===== config.mk =====
export PLATFORM = sky130hd
export DESIGN_NAME = external_peripheral_bus_ctrl
export DESIGN_NICKNAME = d
export VERILOG_FILES = /design/src/rtl/ext_periph_bus_pkg.sv /design/src/rtl/exp_timing_if.sv /design/src/rtl/exp_clk_div.sv /design/src/rtl/external_peripheral_bus_ctrl.sv /design/src/rtl/rdy_detect.sv
export VERILOG_INCLUDE_DIRS = /design/src /design/src/rtl
export SDC_FILE = /design/constraint.sdc
export NUM_CORES = 1
export LEC_CHECK = 0
export BUFFER_PORTS_ARGS = -buffer_cell sky130_fd_sc_hd__buf_2
export CORE_AREA = 3 3 160 162
export CTS_CLUSTER_DIAMETER = 200
export DETAILED_ROUTE_END_ITERATION = 7
export DIE_AREA = 0 0 163 165
export GPL_TIMING_DRIVEN = 0
export PLACE_DENSITY = 0.76
export SLEW_MARGIN = 20
export SYNTH_ARGS = -nofsm -noshare
export SYNTH_HDL_FRONTEND = slang
export SYNTH_SLANG_ARGS = --single-unit

===== constraint.sdc =====
create_clock -name core_clk_in -period 3.06 [get_ports core_clk_in]
set_input_delay 0.459 -clock core_clk_in [delete_from_list [all_inputs] [get_ports core_clk_in]]
set_output_delay 0.459 -clock core_clk_in [all_outputs]
set_load 0.01 [all_outputs]

===== src/rtl/ext_periph_bus_defines.svh =====
// Constants for the external peripheral bus controller.
`ifndef EXT_PERIPH_BUS_DEFINES_SVH
`define EXT_PERIPH_BUS_DEFINES_SVH
`define EPB_NUM_CS       5
`define EPB_NAND_CS      3'h4
`define EPB_ADDR_W       26
`define EPB_DATA_W       16
`define EPB_DIV_MIN      4'h3
`define EPB_DIV_MAX      4'hf
`define EPB_SPACE_HI     31:28
`define EPB_SEG_FIELD    27:20
`define EPB_NAND_ALE_BIT 9
`define EPB_NAND_CLE_BIT 10
`define EPB_STRAP_WIDE   2'h1
`define EPB_SIZE_BYTE    2'h0
`define EPB_SIZE_HALF    2'h1
`define EPB_SIZE_WORD    2'h2
`define EPB_SYNC_LEN     2'h3
`endif


===== src/rtl/ext_periph_bus_pkg.sv =====
// Types shared by the external peripheral bus controller.
package ext_periph_bus_pkg;
  typedef enum logic [2:0] {
    ST_IDLE,
    ST_SETUP,
    ST_ALE,
    ST_GAP,
    ST_STROBE,
    ST_HOLD,
    ST_ERR1,
    ST_ERR2
  } epb_state_t;
endpackage


===== src/rtl/exp_timing_if.sv =====
// Carrier for expansion clock ticks and ready detection events.
interface exp_timing_if;
  logic tick;
  logic rdy_evt;
  modport clk_src (output tick);
  modport rdy_src (output rdy_evt);
  modport ctrl    (input tick, input rdy_evt);
endinterface


===== src/rtl/exp_clk_div.sv =====
// Expansion clock divider producing the pin clock and a tick per period.
`include "ext_periph_bus_defines.svh"
module exp_clk_div (
  input  wire logic       core_clk_in,
  input  wire logic       arst_n_in,
  input  wire logic [3:0] div_in,
  input  wire logic       clk_en_in,
  input  wire logic       clk_hiz_in,
  output logic            exp_clk_out,
  output logic            exp_clk_oe_n_out,
  exp_timing_if.clk_src   tim
);
  logic [3:0] cnt;
  logic [3:0] div_eff;

  always_comb begin
    if (div_in < `EPB_DIV_MIN) begin
      div_eff = `EPB_DIV_MIN;
    end else begin
      div_eff = div_in;
    end
  end

  // Divide the system clock by an integer from three to fifteen.
  always_ff @(posedge core_clk_in or negedge arst_n_in) begin
    if (!arst_n_in) begin
      cnt <= 4'h0;
    end else if (cnt >= div_eff - 4'h1) begin
      cnt <= 4'h0;
    end else begin
      cnt <= cnt + 4'h1;
    end
  end

  assign tim.tick = (cnt == 4'h0);

  // Power down or float the pin clock on request.
  always_ff @(posedge core_clk_in or negedge arst_n_in) begin
    if (!arst_n_in) begin
      exp_clk_out      <= 1'b0;
      exp_clk_oe_n_out <= 1'b1;
    end else begin
      exp_clk_out      <= clk_en_in && (cnt < {1'b0, div_eff[3:1]});
      exp_clk_oe_n_out <= clk_hiz_in;
    end
  end
endmodule


===== src/rtl/external_peripheral_bus_ctrl.sv =====
// External peripheral bus controller bridging AHB to an 8/16-bit device bus.
// Function
// - Five selects: four generic plus NAND or fifth.
// - Twenty-six address bits, 64MB or 128MB per select.
// - Multiplexed mode reaches 256 or 64K locations.
// - Expansion clock is system clock divided 3-15.
// - Answers a window of up to 256 MB.
// - Byte-masked writes over at most two lanes.
// - Each select has its own active level.
// - Ready edge ends select and strobe early.
// - Ready edge direction is software selectable.
// - Counts in expansion ticks; clock off or floated.
// - Select zero boots at zero; straps set width.
// - Ready is synchronised before ending strobes.
// - Read data captured when strobe or select ends.
// - Per-select enable for ready detection.
// - Enabled ready never seen gives AHB error.
// - NAND uses address bits 9, 10 and own select.
// - NAND phases use dedicated strobes, held for the strobe width or until an enabled ready edge.
// - Strobe select bit picks separate or direction-plus-strobe.
// - Only the addressed select is asserted.
// - Writes split into beats; AHB stalls until done.
// - Byte reads and 16-bit-device halfword reads replicated across the 32-bit bus.
// - NAND correction engine lies outside this block.
// - Unmapped addresses receive an AHB error.
// - Address is used bits plus beat counter.
`include "ext_periph_bus_defines.svh"
module external_peripheral_bus_ctrl #(
  parameter int ADDR_W = `EPB_ADDR_W,
  parameter int DATA_W = `EPB_DATA_W,
  parameter int NUM_CS = `EPB_NUM_CS
) (
  input  wire logic               core_clk_in,
  input  wire logic               arst_n_in,
  input  wire logic               hsel_in,
  input  wire logic [31:0]        haddr_in,
  input  wire logic [1:0]         htrans_in,
  input  wire logic               hwrite_in,
  input  wire logic [2:0]         hsize_in,
  input  wire logic [31:0]        hwdata_in,
  input  wire logic               hready_in,
  output logic      [31:0]        hrdata_out,
  output logic                    hready_out,
  output logic                    hresp_out,
  input  wire logic [3:0]         clk_div_in,
  input  wire logic               clk_en_in,
  input  wire logic               clk_hiz_in,
  input  wire logic [NUM_CS*8-1:0] cs_base_in,
  input  wire logic [NUM_CS*8-1:0] cs_top_in,
  input  wire logic [NUM_CS-1:0]  cs_act_high_in,
  input  wire logic [NUM_CS-1:0]  wide16_in,
  input  wire logic [NUM_CS-1:0]  ale_mode_in,
  input  wire logic [NUM_CS-1:0]  strobe_select_bit_in,
  input  wire logic [NUM_CS-1:0]  rdy_en_in,
  input  wire logic               rdy_rise_in,
  input  wire logic               nand_mode_in,
  input  wire logic               cs4_en_in,
  input  wire logic               cmd_act_high_in,
  input  wire logic               dir_act_high_in,
  input  wire logic [3:0]         setup_cnt_in,
  input  wire logic [3:0]         width_cnt_in,
  input  wire logic [3:0]         hold_cnt_in,
  input  wire logic [1:0]         boot_width_in,
  input  wire logic               ready_in,
  input  wire logic [DATA_W-1:0]  data_in,
  output logic      [DATA_W-1:0]  data_out,
  output logic                    data_oe_n_out,
  output logic      [ADDR_W-1:0]  addr_out,
  output logic      [NUM_CS-1:0]  cs_out,
  output logic                    re_out,
  output logic                    we_out,
  output logic                    ale_out,
  output logic      [1:0]         byte_en_out,
  output logic                    nand_select_pin_out,
  output logic                    addr_latch_strobe_out,
  output logic                    cmd_latch_strobe_out,
  output logic                    nand_write_strobe_out,
  output logic                    nand_read_strobe_out,
  output logic                    exp_clk_out,
  output logic                    exp_clk_oe_n_out
);
  // ****************************************
  // Parameter checks and helpers
  // ****************************************
  if (ADDR_W != `EPB_ADDR_W || DATA_W != `EPB_DATA_W || NUM_CS != `EPB_NUM_CS) begin : g_chk
    $error("Unsupported bus geometry.");
  end

  exp_timing_if tim ();

  exp_clk_div u_div (
    .core_clk_in      (core_clk_in),
    .arst_n_in        (arst_n_in),
    .div_in           (clk_div_in),
    .clk_en_in        (clk_en_in),
    .clk_hiz_in       (clk_hiz_in),
    .exp_clk_out      (exp_clk_out),
    .exp_clk_oe_n_out (exp_clk_oe_n_out),
    .tim              (tim.clk_src)
  );

  rdy_detect u_rdy (
    .core_clk_in (core_clk_in),
    .arst_n_in   (arst_n_in),
    .ready_in    (ready_in),
    .rise_sel_in (rdy_rise_in),
    .tim         (tim.rdy_src)
  );

  ext_periph_bus_pkg::epb_state_t state;
  logic [3:0]        tcnt;
  logic [1:0]        beat;
  logic [27:0]       a_addr;
  logic [1:0]        a_size;
  logic              a_write;
  logic [31:0]       a_wdata;
  logic [2:0]        a_cs;
  logic              a_wide;
  logic              a_ale;
  logic              a_strb;
  logic              a_nand;
  logic              a_rdy;
  logic              err_pend;
  logic [DATA_W-1:0] d1;
  logic [DATA_W-1:0] d2;
  logic [1:0]        st1;
  logic [1:0]        st2;
  logic [1:0]        strap_cnt;
  logic              boot_wide;

  // ****************************************
  // Strap and data pin synchronisers
  // ****************************************
  always_ff @(posedge core_clk_in or negedge arst_n_in) begin
    if (!arst_n_in) begin
      d1  <= '0;
      d2  <= '0;
      st1 <= 2'h0;
      st2 <= 2'h0;
    end else begin
      d1  <= data_in;
      d2  <= d1;
      st1 <= boot_width_in;
      st2 <= st1;
    end
  end

  // Catch the boot width straps once they have settled after reset.
  always_ff @(posedge core_clk_in or negedge arst_n_in) begin
    if (!arst_n_in) begin
      strap_cnt <= 2'h0;
      boot_wide <= 1'b0;
    end else if (strap_cnt != `EPB_SYNC_LEN) begin
      strap_cnt <= strap_cnt + 2'h1;
      boot_wide <= (st2 == `EPB_STRAP_WIDE);
    end
  end

  // ****************************************
  // Address decode
  // ****************************************
  logic [NUM_CS-1:0] hit;
  logic [2:0]        sel;
  logic              any_hit;
  logic              start;

  always_comb begin
    for (int i = 0; i < NUM_CS; i++) begin
      hit[i] = (haddr_in[`EPB_SPACE_HI] == 4'h0) &&
               (haddr_in[`EPB_SEG_FIELD] >= cs_base_in[i*8 +: 8]) &&
               (haddr_in[`EPB_SEG_FIELD] <= cs_top_in[i*8 +: 8]);
    end
    hit[`EPB_NAND_CS] = hit[`EPB_NAND_CS] && (nand_mode_in || cs4_en_in);
  end

  // Pick the lowest matching select so only one is ever driven.
  always_comb begin
    sel     = 3'h0;
    any_hit = 1'b0;
    for (int i = NUM_CS - 1; i >= 0; i--) begin
      if (hit[i]) begin
        sel     = 3'(i);
        any_hit = 1'b1;
      end
    end
  end

  assign start = hsel_in && htrans_in[1] && hready_in && hready_out &&
                 (state == ext_periph_bus_pkg::ST_IDLE);

  // ****************************************
  // Beat geometry
  // ****************************************
  logic [1:0]        beats_m1;
  logic [ADDR_W-1:0] ext_addr;
  logic [1:0]        lane;
  logic [7:0]        wbyte;
  logic [15:0]       whalf;
  logic [3:0]        lim;
  logic              expire;

  always_comb begin
    if (a_wide) begin
      beats_m1 = (a_size == `EPB_SIZE_WORD) ? 2'h1 : 2'h0;
      lane     = (a_size == `EPB_SIZE_WORD) ? {beat[0], 1'b0} : {a_addr[1], 1'b0};
      if (a_size == `EPB_SIZE_WORD) begin
        ext_addr = {a_addr[26:2], beat[0]};
      end else begin
        ext_addr = a_addr[26:1];
      end
    end else begin
      case (a_size)
        `EPB_SIZE_BYTE: begin
          beats_m1 = 2'h0;
          ext_addr = a_addr[25:0];
          lane     = a_addr[1:0];
        end
        `EPB_SIZE_HALF: begin
          beats_m1 = 2'h1;
          ext_addr = {a_addr[25:1], beat[0]};
          lane     = {a_addr[1], beat[0]};
        end
        default: begin
          beats_m1 = 2'h3;
          ext_addr = {a_addr[25:2], beat};
          lane     = beat;
        end
      endcase
    end
    wbyte = a_wdata[lane*8 +: 8];
    whalf = a_wdata[lane[1]*16 +: 16];
  end

  always_comb begin
    case (state)
      ext_periph_bus_pkg::ST_STROBE: lim = width_cnt_in;
      ext_periph_bus_pkg::ST_HOLD:   lim = hold_cnt_in;
      default:                       lim = setup_cnt_in;
    endcase
    expire = tim.tick && (tcnt + 4'h1 >= lim);
  end

  // ****************************************
  // Transfer sequencer
  // ****************************************
  always_ff @(posedge core_clk_in or negedge arst_n_in) begin
    if (!arst_n_in) begin
      a_addr  <= 28'h0;
      a_size  <= 2'h0;
      a_write <= 1'b0;
      a_cs    <= 3'h0;
      a_wide  <= 1'b0;
      a_ale   <= 1'b0;
      a_strb  <= 1'b0;
      a_nand  <= 1'b0;
      a_rdy   <= 1'b0;
    end else if (start) begin
      a_addr  <= haddr_in[27:0];
      a_size  <= (hsize_in[1]) ? `EPB_SIZE_WORD : hsize_in[1:0];
      a_write <= hwrite_in;
      a_cs    <= sel;
      a_wide  <= (sel == 3'h0) ? boot_wide : wide16_in[sel];
      a_ale   <= ale_mode_in[sel] && !(sel == `EPB_NAND_CS && nand_mode_in);
      a_strb  <= strobe_select_bit_in[sel];
      a_nand  <= (sel == `EPB_NAND_CS) && nand_mode_in;
      a_rdy   <= rdy_en_in[sel];
    end
  end

  // Write data arrives one cycle after the address phase.
  always_ff @(posedge core_clk_in or negedge arst_n_in) begin
    if (!arst_n_in) begin
      a_wdata <= 32'h0;
    end else if (state == ext_periph_bus_pkg::ST_SETUP && tcnt == 4'h0 && beat == 2'h0) begin
      a_wdata <= hwdata_in;
    end
  end

  always_ff @(posedge core_clk_in or negedge arst_n_in) begin
    if (!arst_n_in) begin
      state    <= ext_periph_bus_pkg::ST_IDLE;
      tcnt     <= 4'h0;
      beat     <= 2'h0;
      err_pend <= 1'b0;
    end else begin
      case (state)
        ext_periph_bus_pkg::ST_IDLE: begin
          tcnt     <= 4'h0;
          beat     <= 2'h0;
          err_pend <= 1'b0;
          if (start) begin
            state <= any_hit ? ext_periph_bus_pkg::ST_SETUP : ext_periph_bus_pkg::ST_ERR1;
          end
        end
        ext_periph_bus_pkg::ST_SETUP, ext_periph_bus_pkg::ST_ALE,
        ext_periph_bus_pkg::ST_GAP: begin
          if (expire) begin
            tcnt <= 4'h0;
            if (state == ext_periph_bus_pkg::ST_SETUP && a_ale) begin
              state <= ext_periph_bus_pkg::ST_ALE;
            end else if (state == ext_periph_bus_pkg::ST_ALE) begin
              state <= ext_periph_bus_pkg::ST_GAP;
            end else begin
              state <= ext_periph_bus_pkg::ST_STROBE;
            end
          end else if (tim.tick) begin
            tcnt <= tcnt + 4'h1;
          end
        end
        ext_periph_bus_pkg::ST_STROBE: begin
          if (a_rdy && tim.rdy_evt) begin
            state    <= ext_periph_bus_pkg::ST_HOLD;
            tcnt     <= 4'h0;
          end else if (expire) begin
            err_pend <= err_pend || a_rdy;
            state    <= ext_periph_bus_pkg::ST_HOLD;
            tcnt     <= 4'h0;
          end else if (tim.tick) begin
            tcnt <= tcnt + 4'h1;
          end
        end
        ext_periph_bus_pkg::ST_HOLD: begin
          if (expire) begin
            tcnt <= 4'h0;
            if (beat == beats_m1) begin
              state <= err_pend ? ext_periph_bus_pkg::ST_ERR1 : ext_periph_bus_pkg::ST_IDLE;
            end else begin
              beat  <= beat + 2'h1;
              state <= ext_periph_bus_pkg::ST_SETUP;
            end
          end else if (tim.tick) begin
            tcnt <= tcnt + 4'h1;
          end
        end
        ext_periph_bus_pkg::ST_ERR1: state <= ext_periph_bus_pkg::ST_ERR2;
        default:                     state <= ext_periph_bus_pkg::ST_IDLE;
      endcase
    end
  end

  // ****************************************
  // AHB response
  // ****************************************
  logic last_done;
  assign last_done = (state == ext_periph_bus_pkg::ST_HOLD) && expire && (beat == beats_m1);

  // The AHB side waits until every beat has been sent.
  always_ff @(posedge core_clk_in or negedge arst_n_in) begin
    if (!arst_n_in) begin
      hready_out <= 1'b1;
      hresp_out  <= 1'b0;
    end else if (start) begin
      hready_out <= 1'b0;
      hresp_out  <= 1'b0;
    end else if (last_done) begin
      hready_out <= !err_pend;
      hresp_out  <= 1'b0;
    end else if (state == ext_periph_bus_pkg::ST_ERR1) begin
      hready_out <= 1'b0;
      hresp_out  <= 1'b1;
    end else if (state == ext_periph_bus_pkg::ST_ERR2) begin
      hready_out <= 1'b1;
      hresp_out  <= 1'b1;
    end else if (state == ext_periph_bus_pkg::ST_IDLE) begin
      hready_out <= 1'b1;
      hresp_out  <= 1'b0;
    end
  end

  // Capture the bus on the cycle that ends the strobe and the select.
  logic strobe_end;
  assign strobe_end = (state == ext_periph_bus_pkg::ST_STROBE) &&
                      ((a_rdy && tim.rdy_evt) || expire);

  always_ff @(posedge core_clk_in or negedge arst_n_in) begin
    if (!arst_n_in) begin
      hrdata_out <= 32'h0;
    end else if (strobe_end && !a_write) begin
      if (a_wide) begin
        if (a_size == `EPB_SIZE_WORD) begin
          hrdata_out[beat[0]*16 +: 16] <= d2;
        end else begin
          hrdata_out <= {2{d2}};
        end
      end else if (a_size == `EPB_SIZE_BYTE) begin
        hrdata_out <= {4{d2[7:0]}};
      end else begin
        hrdata_out[lane*8 +: 8] <= d2[7:0];
      end
    end
  end

  // ****************************************
  // Pin drive
  // ****************************************
  logic in_strobe;
  logic in_acc;
  logic in_ale;
  assign in_strobe = (state == ext_periph_bus_pkg::ST_STROBE) && !strobe_end;
  assign in_acc    = (state != ext_periph_bus_pkg::ST_IDLE) &&
                     (state != ext_periph_bus_pkg::ST_ERR1) &&
                     (state != ext_periph_bus_pkg::ST_ERR2);
  assign in_ale    = (state == ext_periph_bus_pkg::ST_ALE) ||
                     (state == ext_periph_bus_pkg::ST_GAP);

  always_ff @(posedge core_clk_in or negedge arst_n_in) begin
    if (!arst_n_in) begin
      addr_out      <= '0;
      data_out      <= '0;
      data_oe_n_out <= 1'b1;
      ale_out       <= 1'b0;
      byte_en_out   <= 2'h0;
    end else begin
      addr_out    <= ext_addr;
      ale_out     <= (state == ext_periph_bus_pkg::ST_ALE);
      byte_en_out <= 2'h3;
      if (a_wide && a_size == `EPB_SIZE_BYTE) begin
        byte_en_out <= a_addr[0] ? 2'h2 : 2'h1;
      end
      if (in_ale) begin
        data_out      <= a_wide ? ext_addr[15:0] : {8'h0, ext_addr[7:0]};
        data_oe_n_out <= 1'b0;
      end else if (a_write && in_acc && state != ext_periph_bus_pkg::ST_SETUP) begin
        data_out      <= a_wide ? whalf : {8'h0, wbyte};
        data_oe_n_out <= 1'b0;
      end else begin
        data_oe_n_out <= 1'b1;
      end
    end
  end

  // Generic select and command pins with programmable levels.
  always_ff @(posedge core_clk_in or negedge arst_n_in) begin
    if (!arst_n_in) begin
      cs_out <= '0;
      re_out <= 1'b1;
      we_out <= 1'b1;
    end else begin
      for (int i = 0; i < NUM_CS; i++) begin
        cs_out[i] <= (in_strobe && !a_nand && a_cs == 3'(i)) ~^ cs_act_high_in[i];
      end
      if (a_strb) begin
        we_out <= (in_acc && !a_nand && !a_write) ~^ dir_act_high_in;
        re_out <= (in_strobe && !a_nand) ~^ cmd_act_high_in;
      end else begin
        we_out <= (in_strobe && !a_nand && a_write) ~^ cmd_act_high_in;
        re_out <= (in_strobe && !a_nand && !a_write) ~^ cmd_act_high_in;
      end
    end
  end

  // NAND phases drive dedicated strobes and latch strobes from address bits.
  always_ff @(posedge core_clk_in or negedge arst_n_in) begin
    if (!arst_n_in) begin
      nand_select_pin_out   <= 1'b1;
      addr_latch_strobe_out <= 1'b0;
      cmd_latch_strobe_out  <= 1'b0;
      nand_write_strobe_out <= 1'b1;
      nand_read_strobe_out  <= 1'b1;
    end else begin
      nand_select_pin_out   <= !(in_acc && a_nand);
      addr_latch_strobe_out <= in_acc && a_nand && ext_addr[`EPB_NAND_ALE_BIT];
      cmd_latch_strobe_out  <= in_acc && a_nand && ext_addr[`EPB_NAND_CLE_BIT];
      nand_write_strobe_out <= !(in_strobe && a_nand && a_write);
      nand_read_strobe_out  <= !(in_strobe && a_nand && !a_write);
    end
  end
endmodule


===== src/rtl/rdy_detect.sv =====
// Ready pin synchroniser with selectable edge detection.
module rdy_detect (
  input  wire logic core_clk_in,
  input  wire logic arst_n_in,
  input  wire logic ready_in,
  input  wire logic rise_sel_in,
  exp_timing_if.rdy_src tim
);
  logic s1;
  logic s2;
  logic s3;

  // Bring the ready pin onto the system clock before use.
  always_ff @(posedge core_clk_in or negedge arst_n_in) begin
    if (!arst_n_in) begin
      s1 <= 1'b0;
      s2 <= 1'b0;
      s3 <= 1'b0;
    end else begin
      s1 <= ready_in;
      s2 <= s1;
      s3 <= s2;
    end
  end

  // Detect the rising or the falling edge as chosen.
  assign tim.rdy_evt = rise_sel_in ? (s2 && !s3) : (!s2 && s3);
endmodule

; ---- After elaboration in Yosys (flattened, before gate mapping)
; Index checks and enable logic that the tools add are counted.
; Widths: inputs -> output; s select.
[totals]
regBits = 220
input_bits = 221
word_cells = 269
[op_classes]
n_addsub = 7
magnitude_cmp = 15
eq_ne = 27
shifts = 6
muxes = 79
n_bitwise = 9
reduce_logical = 84
[op_table]
columns = cell, count
row1 = $mux 32, 3
row2 = $neg 5->34, 2
row3 = $bwmux 32, 2
row4 = $mux 16, 4
row5 = $logic_and 1x1->1, 51
row6 = $mux 3, 15
row7 = $ge 8x8->1, 5
row8 = $le 8x8->1, 5
row9 = $shift 16x34->32 const A, 1
row10 = $shift 8x34->32 const A, 1
row11 = $shiftx 16x34->32, 1
row12 = $shiftx 8x34->32, 1
row13 = $shiftx 32x6->16, 1
row14 = $shiftx 32x6->8, 1
row15 = $mux 1, 29
row16 = $mux 26, 1
row17 = $mux 4, 5
row18 = $eq 3x3->1 const B, 6
row19 = $mux 2, 8
row20 = $pmux 2 s2, 4
row21 = $pmux 3 s5, 1
row22 = $ne 2x2->1 const B, 7
row23 = $bmux 1 s3, 4
row24 = $eq 3x2->1 const B, 4
row25 = 29 further kinds, 65

; ---- Longest topological paths before layout
[logic_depth]
ltp_word = 13
depth_mapped = 15
depth_no_buf = 12

; ---- By module
; Synthesis repeated with hierarchy kept, for this count alone.
[unflattened]
hier_cells = 1193
area_unflattened_um2 = 11758.8
[by_module_without_submodules]
columns = mod, n_inst, cells_each, area_per_inst_um2
row1 = external_peripheral_bus_ctrl, 1, 1145, 11244.5
row2 = exp_clk_div, 1, 42, 416.6
row3 = rdy_detect, 1, 6, 97.6

; ---- Worst setup path before layout
; No wires, ideal clock.
[synth_path]
path_type = flip-flop to flip-flop
startpoint = register state[0]
endpoint = register hrdata_out[10]
arrival_time_ns = 3.005
slack_ns = -0.070
path_stages_with_launch = 14
synth_period_minus_slack_ns = 3.130
path_cell_list = dfrtp_1 -> clkbuf_1 -> clkbuf_1 -> mux2i_1 -> a21oi_1 -> ha_1 -> nand2b_1 -> a21o_1 -> a211o_1 -> o211ai_1 -> nand2_1 -> nand4_4 -> a211oi_2 -> mux2_2
[synth_via]
elab_chain_cells = 7
[synth_lines]
columns = item, line
row1 = from (decl), external_peripheral_bus_ctrl.sv:110  ; ext_periph_bus_pkg::epb_state_t state;
row2 = from (signal assigned), external_peripheral_bus_ctrl.sv:281  ; state <= ext_periph_bus_pkg::ST_IDLE;
row3 = from (signal assigned), external_peripheral_bus_ctrl.sv:292  ; state <= any_hit ? ext_periph_bus_pkg::ST_SETUP : ext_periph_bus_pkg::ST_ERR1;
row4 = from (signal assigned), external_peripheral_bus_ctrl.sv:300  ; state <= ext_periph_bus_pkg::ST_ALE;
row5 = $eq 3x3->1 (on tied branches), "external_peripheral_bus_ctrl.sv:235, external_peripheral_bus_ctrl.sv:372"
row6 = $pmux 4 s2, external_peripheral_bus_ctrl.sv:235  ; case (state)
row7 = $ge 4x4->1, external_peripheral_bus_ctrl.sv:240  ; expire = tim.tick && (tcnt + 4'h1 >= lim);
row8 = $logic_and 1x1->1, external_peripheral_bus_ctrl.sv:240
row9 = $logic_or 1x1->1, external_peripheral_bus_ctrl.sv:373  ; ((a_rdy && tim.rdy_evt) || expire);
row10 = $logic_and 1x1->1 (*), external_peripheral_bus_ctrl.sv:372  ; assign strobe_end = (state == ext_periph_bus_pkg::ST_STROBE) &&
row11 = $logic_and 1x1->1 (*), external_peripheral_bus_ctrl.sv:378  ; end else if (strobe_end && !a_write) begin
row12 = to (signal assigned), external_peripheral_bus_ctrl.sv:383  ; hrdata_out <= {2{d2}};
row13 = to (signal assigned), external_peripheral_bus_ctrl.sv:386  ; hrdata_out <= {4{d2[7:0]}};
row14 = "to (signal, indexed assignment)", external_peripheral_bus_ctrl.sv:388  ; hrdata_out[lane*8 +: 8] <= d2[7:0];
row15 = to (decl), external_peripheral_bus_ctrl.sv:42  ; output logic [31:0] hrdata_out,
; Every way passes the cells marked *; elsewhere a longest branch is shown, timed or not.
; A chain may end at the register's enable or synchronous reset.

; ---- Worst setup path in the final report
[layout_path]
startpoint = register state[0]
endpoint = register hrdata_out[11]
; The elaborated chain is that of the path after synthesis.

==> out/metrics.yaml <==
rsz0062_at_grt: "true"
postRouteAntennaNets: 0
ys_types: 66
hold_path.class: "in2reg"
nets: 1804
numCtsBuffers: 25
clockRootBuffer: "clkbuf_16"
num_rows: 57
path_max_fanout: 9
grt_pass1_wl_microns: 49800
clkTransAtPathRegs_ns: 0.07
synth_warnings: 0
ys.flop_type: "dfrtp_1"
start_util_pct: 47.8
drc: 0
fillerInstances: 2032
power.leakage_nw: 7.57
grt_start_max_net_pins: 85
stdcell_area_sq_um: 14800
final_cell_mix: "buf_2, dfrtp_1, nand2_1, inv_1, ha_1"
placed_area_sq_um: 13600
antenna_found_initial: 5
grt_pass1_vias: 9579
synthArstFlopShare_pct: 100
grtUsageMet1_pct: 31.4
met2_usage_pct: 38.1
fmax_mhz: 329
clock_path_buffers: 3
power_w: 0.0131
drtPass1Iterations: 6
synth.avg_cell_area_sq_um: 10.3
synth_seq_cells: 220
via_per_inst: 5.31
grt_usage_pct: 23.1
cp.required_ns: 3.45
grtUsageMet3_pct: 3.03
outcome: "completed"
p_seq_share_pct: 35.1
dp_hpwl_microns: 24200
grt_overflow: 0
io_pins: 315
dieHeight_microns: 165
io_buffers: 311
place_congestion: 0.899
die_x_microns: 163
end_kind: "flip-flop"
hold_viol: 0
area.growth.synth_to_final_pct: 27.7
top_usage_layer: "met2"
cap_violations: 0
post_route_cells_drive_above_1_share_pct: 32.8
core-area_sq_um: 24200
layout_commonest_cell: "buf_2"
synth_edf_count: 0
synth_seq_area_share_pct: 47.6
syn-num-nets: 1451
cts_tree: "done"
setup_viol_count_final: 0
cp.arrival_ns: 3.42
worstSetupStartpointType: "flip-flop"
cts_max_level: 1
routed_wl_microns: 32200
p_comb_share_pct: 41.2
slew_viol_final: 0
skew_ns: 0.0240
ir_drop_mv: 0.493
avgRoutedWirePerCell_microns: 17.6
via_count: 9716
synthCells: 1129
dieArea_sq_um: 26900
period_needed_ns: 3.04
fin_crit_sh_pct: 99.2
p_switching_w: 0.00493
p_clk_share_pct: 23.7
p_int_w: 0.00818
slew-limit-headroom_pct: 40.5
crit_type: "reg2reg"
syn_area_sq_um: 11600
tightest_slew_ns: 0.889
p_sw_share_pct: 37.6
cts.sinks: 220
drt-initial-drc-count: 739
pwr_density_cell_nw_per_um2: 886
clk_latency_ns: 0.52
## per-stage QoR
stage / setup WS (ns) / hold slack (ns) / util [%] / std cells / TNS [ns]
final: 0.0230 / 0.0376 / 61.0 / 1830 / 0
after global routing: -0.0750 / 0.0142 / 61.0 / 1830 / -1.27
after CTS: 0.00364 / 0.0216 / 60.5 / 1820 / 0
after detailed placement: -0.887 / 0.336 / 56.2 / 1766 / -24.71
after global placement: -2.20 / 0.333 / 55.9 / 1764 / -491.16
after floorplan: 0.0150 / 0.163 / - / 1129 / 0
## power groups by stage
stage | Sequential (W) | Clock, W | Combinational [W]
global route | 0.00472 | 0.00330 | 0.00597
finish | 0.00460 | 0.00310 | 0.00540
detailed placement | 0.00461 | 0 | 0.00515
CTS | 0.00459 | 0.00316 | 0.00531
floorplan | 0.00467 | 0 | 0.00325
global placement | 0.00458 | 0 | 0.00497
## state kept, by name (all words and copies together), names as in the netlist, 5 cells and up
| register | cells |
|---|---|
| a_addr | 27 |
| addr_out | 26 |
| d2 | 16 |
| hrdata_out | 32 |
| data_out | 16 |
| a_wdata | 32 |
| d1 | 16 |
| cs_out | 5 |
## area by class of cell
class                           instances  area (sq um)  area share, %
Multi-Input combinational cell        764          5650           38.2
Clock inverter                         15           166           1.13
Buffer                                 32           161           1.09
Antenna cell                            5          12.5         0.0846
Timing Repair Buffer                  327          1760           11.9
Clock buffer                           31           698           4.72
Sequential cell                       220          5520           37.3
Tap cell                              324           405           2.74
Inverter                              112           422           2.85
## kinds of logic (layout without fill, tap and decap cells)
group | after synthesis | after routing | share of synthesized area (%)
compound gates | 220 | 220 | 12.2
xor+xnor | 15 | 15 | 1.13
fa+ha+maj | 101 | 101 | 10.9
buf+inv | 145 | 517 | 4.77
flops | 220 | 220 | 47.6
mux | 114 | 114 | 10.6
other cells | 0 | 5 | 0
simple gates | 314 | 314 | 12.7
## path summary, 6_finish.rpt
| path | to | slack (ns) | depth (start not counted) | from |
|---|---|---|---|---|
| min in group asynchronous | d1[3] | 0.50 | 2 | arst_n_in |
| setup reg to reg | hrdata_out[11] | 0.02 | 14 | state[0] |
| setup / recovery | hrdata_out[11] | 0.02 | 14 | state[0] |
| hold reg to reg | d2[4] | 0.35 | 0 | d1[4] |
| max in group asynchronous | nand_select_pin_out | 1.37 | 4 | arst_n_in |
| hold / removal | u_div.exp_clk_oe_n_out | 0.04 | 1 | clk_hiz_in |
## worst max-delay path, stage by stage, from the launching register on
cell and delay (ns):
dfrtp_1 0.40, clkbuf_8 0.15, buf_4 0.17, mux2i_1 0.13
nand2_1 0.06, o21ai_0 0.09, ha_1 0.30, a21o_1 0.12
a211o_1 0.12, o211ai_1 0.14, nand2_1 0.19, nand4_4 0.20
a211oi_4 0.32, buf_12 0.17, mux2_2 0.33
## synthesized netlist by cell type, types with 2 or more instances
cell         n  area share, %
or2_2        3           0.16
or3_1        4           0.22
nor2b_1     14           0.76
o211ai_1    12           0.78
nor4_1       3           0.16
nor4b_1      3           0.23
dfrtp_1    212             46
inv_1      111            3.6
nand2_1    161            5.2
o221ai_1     4           0.30
a21oi_1     62            2.7
nor2_1      56            1.8
o21ai_0     65            2.8
o21a_1       2           0.13
buf_2        4           0.17
mux2_2      73            7.1
dfstp_2      8            1.8
a31oi_1      8           0.43
a221o_1      3           0.26
nand2b_1    12           0.65
and4_1       5           0.38
xor2_1       5           0.38
and2_1       3           0.16
nor2_2       2           0.11
a211oi_1     8           0.52
a21o_1       8           0.52
nor3_1       7           0.30
clkbuf_1    24           0.78
nor3b_1      4           0.26
o2bb2ai_1    3           0.23
o31a_1       2           0.15
a211o_1      5           0.38
nand3_1     14           0.60
o22ai_1      3           0.16
buf_1        4           0.13
ha_1       101             11
nand3b_1     3           0.19
mux2i_1     41            3.5
o22a_1       2           0.15
a32o_1       2           0.17
and3_1       4           0.22
nand4_1      8           0.43
a22o_1      17            1.3
xnor2_1     10           0.76
a22oi_1      3           0.19
## timing repair
action,in CTS,in global routing
buffers inserted,8,5
resized for setup,21,21
hold buffers,1,0
endpoints found under the hold margin,66,0
endpoints found under the setup margin,53,60
pin swaps,5,6
## per-layer routing
layer	part of all wire (%)	wire [microns]
met5	0	0
met4	3.2	1040
met3	5.6	1800
met2	48	15400
met1	43	13900
Power figures use the tool's default switching activity.
